$ cat src/conv_ctrl_pkg.sv
/*
 * package for the converter control block: register offsets, field
 * positions, reset values, timing counts and shared types.
 * assumes a byte-wide register port reached from the processor side.
 */
`default_nettype none
package conv_ctrl_pkg;
    // ------------------------------------------------------------
    // register map (byte addresses on the plain register port)
    // ------------------------------------------------------------
    localparam logic [2:0] ADDR_CHANNEL_SELECT = 3'h0; // channel_select_register
    localparam logic [2:0] ADDR_CONTROL_A = 3'h1; // converter_control_status_a
    localparam logic [2:0] ADDR_CONTROL_B = 3'h2; // converter_control_status_b
    localparam logic [2:0] ADDR_RESULT_LOW = 3'h3; // result_low_byte
    localparam logic [2:0] ADDR_RESULT_HIGH = 3'h4; // result_high_byte
    // ------------------------------------------------------------
    // field positions
    // ------------------------------------------------------------
    localparam int MUX_LSB = 0; // input_mux_field, 5 bits
    localparam int LEFT_ADJ_BIT = 5; // left_adjust_bit
    localparam int REF_LSB = 6; // reference_select_bits, 2 bits
    localparam int PRESCALE_LSB = 0; // prescaler_select_field, 3 bits
    localparam int DONE_BIT = 4; // conversion_done_flag
    localparam int AUTO_BIT = 5; // auto_trigger_enable_bit
    localparam int START_BIT = 6; // conversion_start_bit
    localparam int ENABLE_BIT = 7; // converter_enable_bit
    localparam int TRIG_LSB = 0; // trigger_source_select, 3 bits
    // ------------------------------------------------------------
    // reset values and widths
    // ------------------------------------------------------------
    localparam logic [7:0] RESET_BYTE = 8'h00;
    localparam int RESULT_WIDTH = 10;
    localparam int TRIG_COUNT = 8;
    localparam logic [2:0] TRIG_SELF_DONE = 3'h0; // done flag as trigger
    // ------------------------------------------------------------
    // conversion timing in converter clock cycles
    // ------------------------------------------------------------
    localparam logic [4:0] NORMAL_CYCLES = 5'h0d; // 13
    localparam logic [4:0] FIRST_CYCLES = 5'h19; // 25
    // selection set applied to the analog path
    typedef struct packed {
        logic [1:0] ref_sel;
        logic [4:0] input_mux_field;
    } analog_sel_t;
endpackage : conv_ctrl_pkg
`default_nettype wire

$ cat src/conv_prescaler.sv
/*
 * converter clock prescaler: one-cycle enable pulse every 2^n system
 * clocks (every 2 for n of 0), held reset while disabled or while a restart is requested.
 * assumes one system clock domain.
 */
`default_nettype none
module conv_prescaler
(
    input wire logic i_clk,
    input wire logic i_reset_n,
    input wire logic i_run, // converter enabled
    input wire logic i_restart, // auto-trigger restart
    input wire logic [2:0] i_select, // divide select
    output logic o_tick // converter clock enable
);
    // ------------------------------------------------------------
    // counter
    // ------------------------------------------------------------
    logic [6:0] count_r;
    logic [6:0] count_nxt;
    logic [6:0] limit;
    logic tick_nxt;

    // divide by 2 for selects 0 and 1, else 2^select
    always_comb
    begin
        limit = (i_select < 3'h2) ? 7'h01 : 7'((8'h01 << i_select) - 8'h01);
        count_nxt = count_r + 7'h01;
        tick_nxt = 1'b0;
        if (!i_run || i_restart)
        begin
            count_nxt = 7'h00;
        end
        else if (count_r >= limit)
        begin
            count_nxt = 7'h00;
            tick_nxt = 1'b1;
        end
    end

    // register stage
    always_ff @(posedge i_clk or negedge i_reset_n)
    begin
        if (!i_reset_n)
        begin
            count_r <= 7'h00;
            o_tick <= 1'b0;
        end
        else
        begin
            count_r <= count_nxt;
            o_tick <= tick_nxt;
        end
    end
endmodule // conv_prescaler
`default_nettype wire

$ cat src/conv_ctrl.sv
/*
 * converter control: register port, selection buffer, start logic,
 * conversion sequencing, result alignment and read lock.
 * assumes an analog core that accepts a sample strobe and returns a
 * 10-bit code when the conversion ends, and a vector of trigger inputs.
 */
// Local design decisions: the register offsets and strobed register access.
// Overview of operation
// - ten-bit code, zero is ground
// - reference select bits route reference source
// - mux field picks channel, ground, bandgap
// - gain for differential, bypass for single
// - sixteen differential codes, common negative terminal
// - selections reach analog only when enabled
// - right aligned by default, left when set
// - low read locks result until high read
// - done event raised even when discarded
// - start bit launches, stays, clears itself
// - channel change waits for conversion end
// - trigger edge resets prescaler and starts
// - edges during conversion ignored, no relaunch
// - flag sets always, clear before next edge
// - done flag as trigger runs freely
// - start works under auto trigger; reads busy
// - thirteen cycles, first one twenty-five
// - prescaler runs only while enabled
// - completion loads result, sets done flag
// - selection buffer frozen during conversion
`default_nettype none
module conv_ctrl
    import conv_ctrl_pkg::*;
#(
    parameter int TRIGGERS = conv_ctrl_pkg::TRIG_COUNT
)
(
    input wire logic i_clk,
    input wire logic i_reset_n,
    input wire logic [2:0] i_addr, // register address
    input wire logic [7:0] i_wdata, // write data
    input wire logic i_wr, // write strobe
    input wire logic i_rd, // read strobe
    output logic [7:0] o_rdata, // read data, cycle after strobe
    input wire logic [TRIGGERS-1:0] i_triggers, // internal trigger sources
    input wire logic [9:0] i_code, // code from the analog core
    output conv_ctrl_pkg::analog_sel_t o_sel, // selection to analog path
    output logic o_power, // analog core powered
    output logic o_sample, // start of conversion pulse
    output logic o_done_event // conversion complete event pulse
);
    import conv_ctrl_pkg::*;

    // ------------------------------------------------------------
    // state
    // ------------------------------------------------------------
    typedef enum logic [1:0] {IDLE, PENDING, CONVERT} conv_state_t;
    conv_state_t state_r, state_nxt;
    logic [7:0] chan_r, chan_nxt; // software copy of channel register
    logic [7:0] ctrl_a_r, ctrl_a_nxt; // control a (start/done live)
    logic [2:0] trig_sel_r, trig_sel_nxt; // trigger source select
    analog_sel_t sel_r, sel_nxt; // buffered selection
    logic [9:0] result_r, result_nxt; // stored code
    logic left_r, left_nxt; // alignment at load time
    logic lock_r, lock_nxt; // read lock
    logic first_r, first_nxt; // next conversion is first
    logic [4:0] cyc_r, cyc_nxt; // converter cycles left
    logic trig_prev_r, trig_prev_nxt; // last trigger level
    logic [7:0] rdata_nxt;
    logic sample_nxt, event_nxt, restart;
    logic tick, trig_level, trig_edge, enable, finish;
    logic [15:0] aligned;
    logic first_r_past; // first_r one cycle late, for the length check

    // ------------------------------------------------------------
    // prescaler
    // ------------------------------------------------------------
    conv_prescaler u_prescaler
    (
        .i_clk(i_clk),
        .i_reset_n(i_reset_n),
        .i_run(enable),
        .i_restart(restart),
        .i_select(ctrl_a_r[PRESCALE_LSB +: 3]),
        .o_tick(tick)
    );

    // ------------------------------------------------------------
    // start, sequencing and register logic
    // ------------------------------------------------------------
    always_comb
    begin
        enable = ctrl_a_r[ENABLE_BIT];
        // selected trigger level; select 0 is own done flag
        trig_level = (trig_sel_r == TRIG_SELF_DONE) ? ctrl_a_r[DONE_BIT]
            : i_triggers[trig_sel_r];
        trig_edge = trig_level && !trig_prev_r;
        finish = (state_r == CONVERT) && tick && (cyc_r == 5'h01);
        // result packed into 16 bits, left or right
        aligned = left_r ? {result_r, 6'h00} : {6'h00, result_r};
        state_nxt = state_r;
        chan_nxt = chan_r;
        ctrl_a_nxt = ctrl_a_r;
        trig_sel_nxt = trig_sel_r;
        sel_nxt = sel_r;
        result_nxt = result_r;
        left_nxt = left_r;
        lock_nxt = lock_r;
        first_nxt = first_r;
        cyc_nxt = cyc_r;
        trig_prev_nxt = trig_level;
        rdata_nxt = 8'h00;
        sample_nxt = 1'b0;
        event_nxt = 1'b0;
        restart = 1'b0;
        // register writes
        if (i_wr)
        begin
            case (i_addr)
                ADDR_CHANNEL_SELECT: chan_nxt = i_wdata;
                ADDR_CONTROL_A:
                begin
                    ctrl_a_nxt[ENABLE_BIT] = i_wdata[ENABLE_BIT];
                    ctrl_a_nxt[AUTO_BIT] = i_wdata[AUTO_BIT];
                    ctrl_a_nxt[3:0] = i_wdata[3:0];
                    // start is set-only; done clears on write of one
                    if (i_wdata[START_BIT] && i_wdata[ENABLE_BIT])
                    begin
                        ctrl_a_nxt[START_BIT] = 1'b1;
                    end
                    if (i_wdata[DONE_BIT])
                    begin
                        ctrl_a_nxt[DONE_BIT] = 1'b0;
                    end
                end
                ADDR_CONTROL_B: trig_sel_nxt = i_wdata[TRIG_LSB +: 3];
                default: ;
            endcase
        end
        // register reads, data in the next cycle
        if (i_rd)
        begin
            case (i_addr)
                ADDR_CHANNEL_SELECT: rdata_nxt = chan_r;
                ADDR_CONTROL_A: rdata_nxt = ctrl_a_r;
                ADDR_CONTROL_B: rdata_nxt = {5'h00, trig_sel_r};
                ADDR_RESULT_LOW:
                begin
                    rdata_nxt = aligned[7:0];
                    lock_nxt = 1'b1;
                end
                ADDR_RESULT_HIGH:
                begin
                    rdata_nxt = aligned[15:8];
                    lock_nxt = 1'b0;
                end
                default: rdata_nxt = 8'h00;
            endcase
        end
        // buffer tracks register in idle and at the end of a conversion
        if (state_r == IDLE || (state_r == CONVERT && tick
            && cyc_r == 5'h01))
        begin
            sel_nxt = analog_sel_t'({chan_r[REF_LSB +: 2],
                chan_r[MUX_LSB +: 5]});
        end
        // sequencer
        case (state_r)
            IDLE:
            begin
                if (!enable)
                begin
                    first_nxt = 1'b1;
                end
                else if (ctrl_a_r[START_BIT])
                begin
                    state_nxt = PENDING;
                end
                // own done flag never starts from idle: first needs start
                else if (ctrl_a_r[AUTO_BIT] && trig_edge
                    && trig_sel_r != TRIG_SELF_DONE)
                begin
                    restart = 1'b1;
                    ctrl_a_nxt[START_BIT] = 1'b1;
                    state_nxt = PENDING;
                end
            end
            PENDING:
            begin
                // conversion begins on the next converter clock
                if (!enable)
                begin
                    state_nxt = IDLE;
                    ctrl_a_nxt[START_BIT] = 1'b0;
                end
                else if (tick)
                begin
                    state_nxt = CONVERT;
                    sample_nxt = 1'b1;
                    cyc_nxt = first_r ? FIRST_CYCLES : NORMAL_CYCLES;
                    first_nxt = 1'b0;
                end
            end
            CONVERT:
            begin
                // trigger edges here are ignored; prev still tracks
                if (!enable)
                begin
                    state_nxt = IDLE;
                    ctrl_a_nxt[START_BIT] = 1'b0;
                end
                else if (tick)
                begin
                    cyc_nxt = cyc_r - 5'h01;
                    if (cyc_r == 5'h01)
                    begin
                        ctrl_a_nxt[DONE_BIT] = 1'b1;
                        event_nxt = 1'b1;
                        if (!lock_r)
                        begin
                            result_nxt = i_code;
                            left_nxt = chan_r[LEFT_ADJ_BIT];
                        end
                        if (ctrl_a_r[AUTO_BIT]
                            && trig_sel_r == TRIG_SELF_DONE)
                        begin
                            state_nxt = PENDING;
                        end
                        else
                        begin
                            state_nxt = IDLE;
                            ctrl_a_nxt[START_BIT] = 1'b0;
                        end
                    end
                end
            end
            default: state_nxt = IDLE;
        endcase
        // level remains high at finish: no fresh edge afterwards
        if (finish)
        begin
            trig_prev_nxt = 1'b1;
        end
        // disabled and staying so: no start survives; a start written
        // together with the enable bit is kept
        if (!enable && !ctrl_a_nxt[ENABLE_BIT])
        begin
            ctrl_a_nxt[START_BIT] = 1'b0;
        end
    end

    // register stage
    always_ff @(posedge i_clk or negedge i_reset_n)
    begin
        if (!i_reset_n)
        begin
            state_r <= IDLE;
            chan_r <= RESET_BYTE;
            ctrl_a_r <= RESET_BYTE;
            trig_sel_r <= 3'h0;
            sel_r <= '0;
            result_r <= 10'h000;
            left_r <= 1'b0;
            lock_r <= 1'b0;
            first_r <= 1'b1;
            cyc_r <= 5'h00;
            trig_prev_r <= 1'b0;
            o_rdata <= 8'h00;
            o_sel <= '0;
            o_power <= 1'b0;
            o_sample <= 1'b0;
            o_done_event <= 1'b0;
        end
        else
        begin
            state_r <= state_nxt;
            chan_r <= chan_nxt;
            ctrl_a_r <= ctrl_a_nxt;
            trig_sel_r <= trig_sel_nxt;
            sel_r <= sel_nxt;
            result_r <= result_nxt;
            left_r <= left_nxt;
            lock_r <= lock_nxt;
            first_r <= first_nxt;
            cyc_r <= cyc_nxt;
            trig_prev_r <= trig_prev_nxt;
            o_rdata <= rdata_nxt;
            // analog path sees selection only while enabled
            o_sel <= ctrl_a_nxt[ENABLE_BIT] ? sel_nxt : '0;
            o_power <= ctrl_a_nxt[ENABLE_BIT];
            o_sample <= sample_nxt;
            o_done_event <= event_nxt;
        end
    end

    // ------------------------------------------------------------
    // assertions
    // ------------------------------------------------------------
    a_start_clears_done: assert property (
        @(posedge i_clk) disable iff (!i_reset_n)
        (finish && !(ctrl_a_r[AUTO_BIT] && trig_sel_r == TRIG_SELF_DONE))
        |=> (!ctrl_a_r[START_BIT] && ctrl_a_r[DONE_BIT]))
        else $error("start not cleared with done set");
    a_lock_keeps_result: assert property (
        @(posedge i_clk) disable iff (!i_reset_n)
        (lock_r && !i_rd) |=> $stable(result_r))
        else $error("locked result changed");
    a_event_on_finish: assert property (
        @(posedge i_clk) disable iff (!i_reset_n)
        finish |=> o_done_event)
        else $error("done event missing");
    a_busy_reads_start: assert property (
        @(posedge i_clk) disable iff (!i_reset_n)
        (state_r == CONVERT) |-> ctrl_a_r[START_BIT])
        else $error("start bit low during conversion");
    a_sel_frozen_run: assert property (
        @(posedge i_clk) disable iff (!i_reset_n)
        (state_r == CONVERT && !finish) |=> $stable(sel_r))
        else $error("selection moved during conversion");
    a_power_off_idle: assert property (
        @(posedge i_clk) disable iff (!i_reset_n)
        !ctrl_a_r[ENABLE_BIT] |-> (!o_power && o_sel == '0))
        else $error("analog path active while disabled");
    a_free_run_again: assert property (
        @(posedge i_clk) disable iff (!i_reset_n)
        (finish && ctrl_a_r[AUTO_BIT] && trig_sel_r == TRIG_SELF_DONE
        && enable) |=> (state_r == PENDING))
        else $error("free running did not restart");
    a_first_long: assert property (
        @(posedge i_clk) disable iff (!i_reset_n)
        (state_r == PENDING && tick && enable)
        |=> (cyc_r == (first_r_past ? FIRST_CYCLES : NORMAL_CYCLES)))
        else $error("wrong conversion length");
    // delayed copy of first_r for a_first_long
    always_ff @(posedge i_clk or negedge i_reset_n)
    begin
        if (!i_reset_n)
        begin
            first_r_past <= 1'b1;
        end
        else
        begin
            first_r_past <= first_r;
        end
    end
endmodule // conv_ctrl
`default_nettype wire

$ cat config.mk
export PLATFORM = sky130hd
export DESIGN_NAME = conv_ctrl
export DESIGN_NICKNAME = d
export VERILOG_FILES = /design/src/conv_ctrl_pkg.sv /design/src/conv_prescaler.sv /design/src/conv_ctrl.sv
export SDC_FILE = /design/constraint.sdc
export NUM_CORES = 1
export LEC_CHECK = 0
export BUFFER_PORTS_ARGS = -buffer_cell sky130_fd_sc_hd__buf_2
export CORE_ASPECT_RATIO = 1.4
export CORE_MARGIN = 1
export CORE_UTILIZATION = 40
export DETAILED_ROUTE_END_ITERATION = 12
export PLACE_DENSITY_LB_ADDON = 0.15
export SLEW_MARGIN = 20
export SYNTH_ARGS = -nofsm -noshare
export SYNTH_HDL_FRONTEND = slang
export SYNTH_HIERARCHICAL = 1
export SYNTH_SLANG_ARGS = --single-unit
export TNS_END_PERCENT = 5
$ cat constraint.sdc
create_clock -name i_clk -period 1.85 [get_ports i_clk]
set_clock_uncertainty 0.15 [all_clocks]
set_input_delay 0.37 -clock i_clk [delete_from_list [all_inputs] [get_ports i_clk]]
set_output_delay 0.37 -clock i_clk [all_outputs]
set_load 0.05 [all_outputs]
==> metrics.cfg <==
[synthesis]
avgSynthCellArea_sq_um = 11.17
synth_edf_count = 0
synth_top_cell_area_share_pct = 49.08
synthArstFlopShare_pct = 100.0
yosysWarnings = 6
synth_area_leaders = dfrtp_1 (49%), mux2_2 (11%), ha_1 (5.2%), mux2i_1 (5.0%), nand2_1 (2.0%)
ys_seq_area_share_pct = 49.81
ys_ff_latch = 72
synth_top_area_cell = dfrtp_1
mappedNetlistArea_sq_mm = 0.003620
synth_ff_type = dfrtp_1
synth.net_count = 372
ys_types = 49
syn_inst = 324

[timing]
tightest_slew_ns = 0.5304
period_share_pct = 106.3
hold_viol = 0
slew_viol_final = 0
fin_tns_setup_ns = -1.097
worst_slack_ns = -0.1167
fin_crit_ns = 1.967
finalSetupViolCount = 20
rsz0062_at_grt = yes
slew_headroom_pct = 64.40
fmax_mhz = 508.5

[final_layout]
post_route_cells_drive_above_1_share_pct = 42.11
num_antenna_cells = 0
final_cell_area_sq_mm = 0.004785
fillers = 793
utilization_pct = 55.26
area_delta_synth_final_pct = 32.18
final_cells = 523
layout.nets = 461

[cts]
cts_tree = done
root_buffer = clkbuf_16
clkLatencyLatePin_ns = 0.34
path_clk_slew_ns = 0.06
cts_max_path_buffers = 2
cts_max_level = 3
numCtsBuffers = 9
cts_num_sinks = 72

[power_and_ir_drop]
clkPwrFrac_pct = 30.4
p_sw_mw = 2.019
vdd_drop_max_uv = 826.1
intPower_mw = 4.161
pwr-share-comb_pct = 35.3
p_seq_share_pct = 34.3
p_leak_nw = 2.296
p_per_area_mw_per_mm2 = 1292
p_sw_share_pct = 32.67

[global_route]
grt_start_max_net_pins = 73
track_usage_pct = 20.53
antenna_found_initial = 0
grt-ovfl-total = 0
grt_pass1_vias = 2856
grt_pass1_wl_mm = 14.00

[setup_path]
rr_worst_depth = 7
critical_path_arrival_ns = 2.08
worstPathRequired_ns = 1.96
crit_end = u_prescaler/count_r[4]
r2r_slack_ns = -0.12
crit_type = reg2reg
start_kind = flop
end_kind = flop
r2r_end = u_prescaler/count_r[4]
r2r_start = ctrl_a_r[0]
crit_start = ctrl_a_r[0]
critPathMaxFanout = 8

[route]
wl_mm = 8.423
avgViaCountPerCell = 5.199
vias = 2719
drt-pass1-iter-count = 4
wl_per_cell_um = 16.11
drtIter0Drc = 114
ant_nets = 0
drcViolationCount = 0

[run]
drv_cap = 0

[die]
die_x_um = 82.40
core_area_sq_mm = 0.008658
start_util_pct = 41.81
num_io_pins = 51
rows = 40
dieArea_sq_mm = 0.009439
die_h_um = 114.6

[worst_hold_path]
hold_class = in2reg

[placement]
place_ws_ns = -0.2880
gp_congestion = 0.7913
postPlaceCellArea_sq_mm = 0.004239
io_buffer_count = 49
dp_hpwl_mm = 6.044
post-place-cells = 502

[status]
outcome = complete, but fails checks
failed_checks = negative setup slack

-- cell usage after synthesis, types with 2 or more instances --
master / count
dfrtp_1: 71
mux2_2: 35
nand2_1: 19
mux2i_1: 18
nor2_1: 17
ha_1: 15
nor3_1: 14
inv_1: 13
a21oi_1: 11
o21ai_0: 11
and2_1: 9
nand3_1: 9
clkbuf_1: 8
nor2b_1: 6
a31oi_1: 5
and3_1: 5
buf_2: 4
nand3b_1: 4
o22ai_1: 4
xor2_1: 4
a221oi_1: 3
nand4_1: 3
nor4_1: 3
a211oi_1: 2
a21o_1: 2
a21oi_2: 2
a222oi_1: 2
and3_4: 2
buf_6: 2
nand2b_1: 2
-- layout make-up --
type / instances / area (sq um) / area share [%]
Tap cell: 105 / 131.4 / 2.746
Multi-Input combinational cell: 222 / 1836 / 38.36
Sequential cell: 72 / 1807 / 37.76
Clock inverter: 5 / 81.33 / 1.700
Inverter: 14 / 52.55 / 1.098
Timing Repair Buffer: 94 / 634.4 / 13.26
Clock buffer: 11 / 242.7 / 5.073
-- sequential cells by signal, indices dropped and copies added (netlist names) --
signal	flops
u_prescaler/count_r	7
chan_r	8
left_r	1
u_prescaler/o_tick	1
o_rdata	8
o_sel	7
lock_r	1
result_r	10
trig_sel_r	3
o_sample	1
state_r	2
o_done_event	1
first_r	1
sel_r	7
trig_prev_r	1
cyc_r	5
ctrl_a_r	8
-- power groups by stage --
| stage | clock (mW) | combinational (mW) | sequential (mW) |
|---|---|---|---|
| 6_report | 1.88 | 2.18 | 2.12 |
| 3_3_place_gp | 0 | 1.92 | 2.12 |
| 2_1_floorplan | 0 | 1.04 | 2.34 |
| 5_1_grt | 1.99 | 2.40 | 2.17 |
| 4_1_cts | 1.92 | 2.16 | 2.12 |
| 3_5_place_dp | 0 | 1.95 | 2.13 |
-- timing repair --
action                                  4_1_cts  5_1_grt
hold buffers                                  1        0
pin swaps                                     8        1
endpoints found under the setup margin       21       29
hold endpoints to repair                     71        0
buffers inserted                              4        0
gates resized for setup                      38        5
-- worst min path at each step --
| stage | start | to | slack, ns | depth (start not counted) |
|---|---|---|---|---|
| 2_1_floorplan | i_reset_n | chan_r[0] | -0.08 | 0 |
| 3_3_place_gp | i_reset_n | result_r[3] | 0.28 | 2 |
| 3_5_place_dp | i_reset_n | result_r[2] | 0.28 | 2 |
| 4_1_cts | i_code[8] | result_r[8] | 0.10 | 2 |
| 5_1_grt | i_code[8] | result_r[8] | 0.11 | 2 |
| 6_report | i_code[8] | result_r[8] | 0.11 | 2 |
-- through the flow --
step	total power, mW	hold slack, ns
2_1_floorplan	3.373	-0.07559
3_3_place_gp	4.039	0.2826
3_5_place_dp	4.077	0.2834
4_1_cts	6.196	0.1028
5_1_grt	6.551	0.1109
6_report	6.180	0.1097
-- worst max-delay path, stage by stage (launching register included) --
cell and delay, ns:
dfrtp_1 0.42, o21ai_1 0.16, ha_1 0.26, a211o_1 0.28
a21oi_2 0.19, o31ai_4 0.10, buf_12 0.15, nor3_2 0.17
-- cell families (layout without fill, tap and decap cells) --
kind of cell             Yosys count  after routing  synth area share [%]
AND/OR/NAND/NOR                  100            100                 15.45
other                              1              1                0.1036
AO/OA/AOI/OAI                     48             48                 8.607
multiplexers                      53             53                 15.87
buffers and inverters             30            124                 3.768
flip-flops                        72             72                 49.81
XOR/XNOR                           5              5                 1.210
adder cells (fa/ha/maj)           15             15                 5.185
-- layer usage --
| metal | vias up | global-route usage, % | part of all wire [%] | wire length [um] |
|---|---|---|---|---|
| li1 | 1320 | - | - | - |
| met1 | 1333 | 24.59 | 44 | 3713 |
| met2 | 52 | 34.44 | 50 | 4240 |
| met3 | 14 | 3.506 | 3.1 | 263 |
| met4 | 0 | 10.76 | 2.4 | 206 |
| met5 | - | 0 | 0 | 0 |
-- cell usage in the layout (no fill, tap or decap), types with 12 or more instances in the layout --
master   instances
mux2_4          13
buf_2           49
nand2_1         19
mux2i_1         16
inv_1           12
mux2_2          22
dfrtp_1         68
ha_1            13
buf_4           39
nor2_1          15
No activity file was read; power rests on OpenSTA's default activity.
